--- src/hw/crc32_defs.vh ---
`ifndef CRC32_DEFS_VH
`define CRC32_DEFS_VH
// ----------------------------------------
// register map (byte offsets)
// ----------------------------------------
`define OFS_CHECKSUM_DATA_PORT 4'h0
`define OFS_SCRATCH_BYTE 4'h4
`define OFS_CHECKSUM_CONTROL 4'h8
// ----------------------------------------
// reset values and fields
// ----------------------------------------
`define CHECKSUM_RESET 32'hffffffff
`define SCRATCH_RESET 8'h00
`define CTRL_REINIT_BIT 0
`define CRC_POLY 32'h04c11db7
// ----------------------------------------
// timing
// ----------------------------------------
`define CRC_CYCLES 4
`endif

--- src/hw/crc_buffer.v ---
`timescale 1ns/10ps
// ----------------------------------------
// two-entry skid buffer for incoming data words
// ----------------------------------------
module crc_buffer #(
    parameter WIDTH = 32
) (
    input wire clk,
    input wire rst,
    input wire in_valid,
    output wire in_ready,
    input wire [WIDTH-1:0] in_data,
    output wire out_valid,
    input wire out_ready,
    output wire [WIDTH-1:0] out_data
);
    reg [WIDTH-1:0] mem [0:1];
    reg wr_ptr;
    reg rd_ptr;
    reg [1:0] count;
    wire push;
    wire pop;
    assign in_ready = (count != 2'd2);
    assign out_valid = (count != 2'd0);
    assign out_data = mem[rd_ptr];
    assign push = in_valid && in_ready;
    assign pop = out_valid && out_ready;
    always @(posedge clk) begin
        if (rst) begin
            wr_ptr <= 1'b0;
            rd_ptr <= 1'b0;
            count <= 2'd0;
        end else begin
            if (push) begin
                mem[wr_ptr] <= in_data;
                wr_ptr <= ~wr_ptr;
            end
            if (pop)
                rd_ptr <= ~rd_ptr;
            if (push && !pop)
                count <= count + 2'd1;
            else if (pop && !push)
                count <= count - 2'd1;
        end
    end
endmodule // crc_buffer

--- src/hw/crc32_word_accumulator.v ---
`timescale 1ns/10ps
`include "crc32_defs.vh"
module crc32_word_accumulator #(
    parameter CYCLES = `CRC_CYCLES
) (
    input wire clk,
    input wire rst,
    input wire sel,
    input wire write,
    input wire [3:0] addr,
    input wire [31:0] wdata,
    output reg [31:0] rdata,
    output reg ready,
    output reg busy
);
    // ----------------------------------------
    // state
    // ----------------------------------------
    localparam ST_IDLE = 1'b0;
    localparam ST_CALC = 1'b1;
    localparam [2:0] CNT_FIRST = 3'd1;
    localparam [2:0] CNT_LAST = CYCLES - 1;
    localparam [31:0] POLY = `CRC_POLY;
    reg state;
    reg next_state;
    reg [31:0] checksum_value;
    reg [31:0] next_checksum;
    reg [31:0] word_in;
    reg [31:0] next_word_in;
    reg [2:0] cnt;
    reg [2:0] next_cnt;
    reg [7:0] scratch_value;
    reg reinit_pending;
    reg next_reinit_pending;
    reg next_ready;
    reg next_busy;
    reg [31:0] next_rdata;
    wire buf_in_ready;
    wire buf_valid;
    wire [31:0] buf_data;
    wire take;
    wire accept;
    wire wr_req;
    wire rd_req;
    wire data_wr;
    wire scratch_wr;
    wire ctrl_wr;
    wire reinit_req;
    wire settled;
    wire [31:0] next_crc;
    wire [31:0] chain [0:32];
    wire [31:0] shifted [0:31];

    // ----------------------------------------
    // request decode
    // ----------------------------------------
    assign accept = sel && ready;
    assign wr_req = accept && write;
    assign rd_req = accept && !write;
    assign data_wr = wr_req && (addr == `OFS_CHECKSUM_DATA_PORT);
    assign scratch_wr = wr_req && (addr == `OFS_SCRATCH_BYTE);
    assign ctrl_wr = wr_req && (addr == `OFS_CHECKSUM_CONTROL);
    assign reinit_req = ctrl_wr && wdata[`CTRL_REINIT_BIT];
    assign take = buf_valid && (state == ST_IDLE) && !reinit_pending;
    assign settled = (state == ST_IDLE) && !buf_valid && !reinit_pending;

    // ----------------------------------------
    // input buffer: stall reaches the bus via ready
    // ----------------------------------------
    crc_buffer #(.WIDTH(32)) u_buf (
        .clk(clk),
        .rst(rst),
        .in_valid(data_wr && ready),
        .in_ready(buf_in_ready),
        .in_data(wdata),
        .out_valid(buf_valid),
        .out_ready(take),
        .out_data(buf_data)
    );

    // ----------------------------------------
    // whole-word crc step, msb first
    // ----------------------------------------
    genvar g;
    assign chain[0] = checksum_value ^ word_in;
    generate
        for (g = 0; g < 32; g = g + 1) begin : g_bit
            assign shifted[g] = {chain[g][30:0], 1'b0};
            assign chain[g + 1] = chain[g][31] ? (shifted[g] ^ POLY) : shifted[g];
        end
    endgenerate
    assign next_crc = chain[32];

    // ----------------------------------------
    // next-state logic
    // ----------------------------------------
    always @* begin
        next_state = state;
        next_checksum = checksum_value;
        next_word_in = word_in;
        next_cnt = cnt;
        next_reinit_pending = reinit_pending;
        case (state)
            ST_IDLE: begin
                if (reinit_pending) begin
                    next_checksum = `CHECKSUM_RESET;
                    next_reinit_pending = 1'b0;
                end else if (take) begin
                    next_word_in = buf_data;
                    next_cnt = CNT_FIRST;
                    next_state = ST_CALC;
                end
            end
            ST_CALC: begin
                if (cnt == CNT_LAST) begin
                    next_checksum = next_crc;
                    next_state = ST_IDLE;
                end
                next_cnt = cnt + 3'd1;
            end
            default: begin
                next_state = ST_IDLE;
            end
        endcase
        // a fresh request outweighs the clear of the same cycle
        if (reinit_req) begin
            next_reinit_pending = 1'b1;
        end
    end

    // ----------------------------------------
    // handshake
    // ----------------------------------------
    always @* begin
        // any taken access costs one low cycle, a reinitialise two; a data word keeps ready low until folded in
        next_ready = !accept && buf_in_ready && settled;
    end

    // ----------------------------------------
    // busy flag
    // ----------------------------------------
    always @* begin
        next_busy = (state == ST_CALC) || buf_valid || reinit_pending || data_wr
            || reinit_req;
    end

    // ----------------------------------------
    // read data select
    // ----------------------------------------
    always @* begin
        next_rdata = rdata;
        if (rd_req) begin
            case (addr)
                `OFS_CHECKSUM_DATA_PORT: begin
                    next_rdata = checksum_value;
                end
                `OFS_SCRATCH_BYTE: begin
                    next_rdata = {24'h000000, scratch_value};
                end
                default: begin
                    next_rdata = 32'h00000000;
                end
            endcase
        end
    end

    // ----------------------------------------
    // state registers
    // ----------------------------------------
    always @(posedge clk) begin
        if (rst) begin
            state <= ST_IDLE;
            checksum_value <= `CHECKSUM_RESET;
            word_in <= 32'h00000000;
            cnt <= 3'd0;
            reinit_pending <= 1'b0;
        end else begin
            state <= next_state;
            checksum_value <= next_checksum;
            word_in <= next_word_in;
            cnt <= next_cnt;
            reinit_pending <= next_reinit_pending;
        end
    end

    // ----------------------------------------
    // scratch byte, untouched by a reinitialise
    // ----------------------------------------
    always @(posedge clk) begin
        if (rst) begin
            scratch_value <= `SCRATCH_RESET;
        end else if (scratch_wr) begin
            scratch_value <= wdata[7:0];
        end
    end

    // ----------------------------------------
    // bus outputs, all registered
    // ----------------------------------------
    always @(posedge clk) begin
        if (rst) begin
            ready <= 1'b1;
            busy <= 1'b0;
            rdata <= 32'h00000000;
        end else begin
            ready <= next_ready;
            busy <= next_busy;
            rdata <= next_rdata;
        end
    end
endmodule // crc32_word_accumulator

--- config.mk ---
export PLATFORM = sky130hd
export DESIGN_NAME = crc32_word_accumulator
export DESIGN_NICKNAME = d
export VERILOG_FILES = /design/src/hw/crc_buffer.v /design/src/hw/crc32_word_accumulator.v
export VERILOG_INCLUDE_DIRS = /design/src /design/src/hw
export SDC_FILE = /design/constraint.sdc
export NUM_CORES = 1
export LEC_CHECK = 0
export CAP_MARGIN = 20
export CORE_MARGIN = 3
export CORE_UTILIZATION = 45
export DETAILED_ROUTE_END_ITERATION = 8
export DONT_BUFFER_PORTS = 1
export MAX_ROUTING_LAYER = met4
export SYNTH_ARGS = -nofsm -noshare
export SYNTH_HDL_FRONTEND = slang
export SYNTH_SLANG_ARGS = --single-unit
export TNS_END_PERCENT = 5
--- constraint.sdc ---
create_clock -name clk -period 4.86 [get_ports clk]
set_input_delay 0.243 -clock clk [delete_from_list [all_inputs] [get_ports clk]]
set_output_delay 0.243 -clock clk [all_outputs]
set_load 0.01 [all_outputs]
==> results.env <==
STATUS='completed'
NUM-NETS-FINAL=841
CTS_HTREE_LEVELS=4
CRIT_FANOUT=6
NUMBER_OF_GLOBAL_ROUTE_VIAS_BEFORE_REPAIR=5992
POST_CTS.REPAIR.SETUP_BUFFERS=0
POST_SYNTH_INST_COUNT=772
YOSYSWARNINGS=0
SYNTH_SIMPLE_GATE_AREA_SHARE_PCT=6.27
FP.DIEAREA_UM2=22700
TIMING.CLOCK.SKEW_NS=0.0186
RSZ0062_AT_GRT='false'
EDFF_COUNT_SYNTH=64
SYNTH_FLOP_CELL='sky130_fd_sc_hd__dfxtp_1'
SYNTH_TOP_FAMILY_BY_AREA='XOR/XNOR gates'
AREA.GROWTH.SYNTH_TO_FINAL_PCT=13.4
ASYNC_FLOP_SHARE_PCT=0
WORSTSETUPENDPOINTTYPE='register'
DESTINATION_OF_THE_WORST_REGISTER_TO_REGISTER_TIMING_PATH='checksum_value[10]$_SDFFE_PP1P_'
NUM_IO_PINS=74
CRITPATHMAXSTAGEDELAY_NS=0.58
TIMING.CRITICAL_PATH.ARRIVAL_NS=4.19
FRACTION_OF_SYNTHESIZED_AREA_IN_MULTIPLEXERS_PCT=5.21
CRIT_FAMILY='XOR/XNOR gates'
CRIT_TYPE='register to register'
R2R_SLACK_NS=0.98
WORSTHOLDPATHCELLS=2
PATH_CELLS='xnor2_2, xor3_2, xor3_2, xor3_4, xor2_1, xor3_1, xnor3_1, o22ai_1, nand2b_1'
POST_SYNTH.CELL_AREA_AVG_UM2=12.2
NUMPORTBUFFERS=0
GRT_PASS1_WL_MM=36.6
YOSYSSEQAREASHARE_PCT=44.9
CLOCK_TREE.BUFFER_DEPTH=2
WORSTREGTOREGCELLS=9
CLKLATENCYLATEPIN_NS=0.44
FLOORPLAN.ROWS=52
RELSLEWSLACK_PCT=28.2
CLOCK_SINK_COUNT=179
MAXSLEWVIOLCOUNT=0
TIGHTEST_SLEW_NS=1.08
DETAIL_ROUTE.ITER0.VIOLATIONS=405
SYNTH_ADDER_AREA_SHARE_PCT=0.399
CRITICAL_PATH.REG2REG.STARTPOINT='checksum_value[28]$_SDFFE_PP1P_'
CTS-ROOT-BUF='sky130_fd_sc_hd__clkbuf_16'
TIMING.FMAX_MHz=258
ROUTED-VIA-COUNT=5739
SYNTH_COMPOUND_AREA_SHARE_PCT=7.85
TRITONCTS='built'
ANTENNA_VIOLATING_NETS_POST_ROUTE=0
FIN_SETUP_TNS_NS=0
FINALSETUPVIOLATIONS=0
DETAIL_ROUTED_VIA_COUNT_PER_CELL=5.31
CRITICAL_PATH_BUF_INV_COUNT=0
SYNTH_SEQ_CELLS=179
CRIT_PATH_FROM='checksum_value[28]$_SDFFE_PP1P_'
SYN-CELL-AREA_UM2=9410
HOLD_VIOL=0
FINALWORSTPATHREQUIREDPERIOD_NS=3.88
DRCVIOLATIONCOUNT=0
CORE_REGION_AREA_UM2=20400
GRT_MAX_DEGREE=101
CRIT_PATH_TOP_DELAY_CELL='sky130_fd_sc_hd__xor3_4'
WORST_HOLD_PATH_TYPE='input pin to register'
YOSYSUNIQUECELLTYPES=44
ROUTABILITYCONGESTION=0.966
HOLD_END='busy$_SDFF_PP0_'
DRV_CAP=0
SYN_NETS=815
CTS_INSERTED_BUFFERS=17
WORST_SETUP_PATH_START_KIND='register'
CLK_PIN_SLEW_NS=0.07
ANTENNADIODECOUNT=0
GLOBALROUTE.TOTALOVERFLOW=0
FINALWIRELENGTH_MM=24.1
INITIAL_CORE_UTIL_PCT=46.2
DETAIL_ROUTE.WL_PER_CELL_UM=22.3
PATH_COMMON_CELL='sky130_fd_sc_hd__xor3_2'
FIRSTDRTPASSITERS=4
CHIPHEIGHT_UM=151
WORST_HOLD_STARTPOINT='wdata[0]'
GRT_ANTENNA_BEFORE_REPAIR=0
PLACE.DETAILED.HPWL_MM=17.4
POST_ROUTE_CELLS_DRIVE_ABOVE_1_SHARE_PCT=11.1
DIE_W_UM=151
SYNTH_XOR_AREA_SHARE_PCT=33.8
GRT_USE_TOTAL_PCT=22.7
CP.REQUIRED_NS=5.17
POST-ROUTE-PERIOD-UTIL_PCT=79.8
## flip-flops by register name, summed over array words and instances (netlist names)
register,cells
word_in,32
state,1
cnt,3
u_buf.rd_ptr,1
busy,1
scratch_value,8
u_buf.count,2
u_buf.mem,64
rdata,32
u_buf.wr_ptr,1
checksum_value,32
reinit_pending,1
ready,1
## how the worst max path moves through the flow
stage / endpoint / slack (ns) / cells past startpoint
floorplan: u_buf.mem[0][0]$_DFFE_PP_ / 0.92 / 4
global placement: checksum_value[24]$_SDFFE_PP1P_ / 1.01 / 9
detailed placement: checksum_value[10]$_SDFFE_PP1P_ / 1.0 / 9
CTS: checksum_value[10]$_SDFFE_PP1P_ / 0.97 / 9
global route: checksum_value[10]$_SDFFE_PP1P_ / 0.81 / 9
finish: checksum_value[10]$_SDFFE_PP1P_ / 0.98 / 9
## final cells by class
cell class                      instances  area [um2]
Sequential cell                       179        4230
Multi-Input combinational cell        553        5040
Clock buffer                           17         425
Clock inverter                         15         188
Fill cell                            1771        9700
Tap cell                              270         338
Inverter                                4        15.0
Timing Repair Buffer                   43         428
## logic make-up after synthesis
kind of cell,count (synthesis)
AOI/OAI and AO/OA,107
xor gates and xnor gates,260
adders and majority gates,3
buffers and inverters,40
DFF,179
muxes,48
and+or+nand+nor,135
## metal layers
metal / wire [um] / GRT usage [%]
met1: 10200 / 27.9
met2: 12000 / 38.1
met3: 1420 / 4.91
met4: 475 / 6.12
met5: 0 / -
## cell usage in the layout, fill, tap and decap left out, types with 5 or more instances in the layout
cell type                       netlist  final
sky130_fd_sc_hd__a211oi_1            33     33
sky130_fd_sc_hd__xnor3_1             29     29
sky130_fd_sc_hd__dfxtp_1            115    114
sky130_fd_sc_hd__xor2_1              35     35
sky130_fd_sc_hd__mux2_2               8      8
sky130_fd_sc_hd__xor3_2               5      5
sky130_fd_sc_hd__nor2_1              99     99
sky130_fd_sc_hd__xnor2_1            157    157
sky130_fd_sc_hd__xor3_1               5      5
sky130_fd_sc_hd__clkbuf_16            0     17
sky130_fd_sc_hd__dlygate4sd3_1        0     34
sky130_fd_sc_hd__o22ai_1             13     13
sky130_fd_sc_hd__xnor2_2             13     13
sky130_fd_sc_hd__a22oi_1             33     33
sky130_fd_sc_hd__edfxtp_1            64     64
sky130_fd_sc_hd__mux2i_1             40     40
sky130_fd_sc_hd__xnor3_2              5      5
sky130_fd_sc_hd__a21oi_1             19     19
sky130_fd_sc_hd__nand2b_1            16     16
sky130_fd_sc_hd__buf_4                0      8
## timing repair
| item | CTS | global route |
|---|---|---|
| hold endpoints to repair | 164 | 0 |
| setup endpoints to repair | 0 | 0 |
| hold buffers | 35 | 0 |
| gates resized for setup | 0 | 0 |
## stage by stage
step	instances	setup slack [ns]	util, %	area [um2]	hold slack, ns
floorplan	772	0.921	-	9410	0.342
finish	1081	0.984	52.4	10700	0.0445
detailed placement	1014	1.00	47.5	9680	0.323
global route	1081	0.810	52.4	10700	0.0444
CTS	1081	0.970	52.4	10700	0.0274
global placement	1014	1.01	47.5	9680	0.322
## cells in the mapped netlist, types with 2 or more instances
cell type                    n  area [um2]
sky130_fd_sc_hd__xnor2_1   157        1380
sky130_fd_sc_hd__dfxtp_1   115        2300
sky130_fd_sc_hd__nor2_1     99         372
sky130_fd_sc_hd__edfxtp_1   64        1920
sky130_fd_sc_hd__mux2i_1    40         400
sky130_fd_sc_hd__xor2_1     35         307
sky130_fd_sc_hd__clkbuf_1   34         128
sky130_fd_sc_hd__a211oi_1   33         248
sky130_fd_sc_hd__a22oi_1    33         248
sky130_fd_sc_hd__xnor3_1    29         653
sky130_fd_sc_hd__a21oi_1    19        95.1
sky130_fd_sc_hd__nand2b_1   16         100
sky130_fd_sc_hd__o22ai_1    13        81.3
sky130_fd_sc_hd__xnor2_2    13         211
sky130_fd_sc_hd__mux2_2      8        90.1
sky130_fd_sc_hd__xnor3_2     5         119
sky130_fd_sc_hd__xor3_1      5         119
sky130_fd_sc_hd__xor3_2      5         125
sky130_fd_sc_hd__inv_1       4        15.0
sky130_fd_sc_hd__nor4_1      4        25.0
sky130_fd_sc_hd__ha_1        3        37.5
sky130_fd_sc_hd__nand2_1     3        11.3
sky130_fd_sc_hd__or2_2       3        18.8
sky130_fd_sc_hd__xnor2_4     3        82.6
sky130_fd_sc_hd__xor2_2      3        48.8
sky130_fd_sc_hd__buf_1       2        7.51
sky130_fd_sc_hd__nor2b_1     2        12.5
sky130_fd_sc_hd__nor3_1      2        10.0
sky130_fd_sc_hd__o21ai_0     2        10.0
sky130_fd_sc_hd__o32a_1      2        20.0
sky130_fd_sc_hd__xnor3_4     2        52.6
sky130_fd_sc_hd__xor2_4      2        55.1
Power is left out: the tool's default activity adds up to more than one toggle a clock period on the data nets, which glitch-free logic cannot reach.
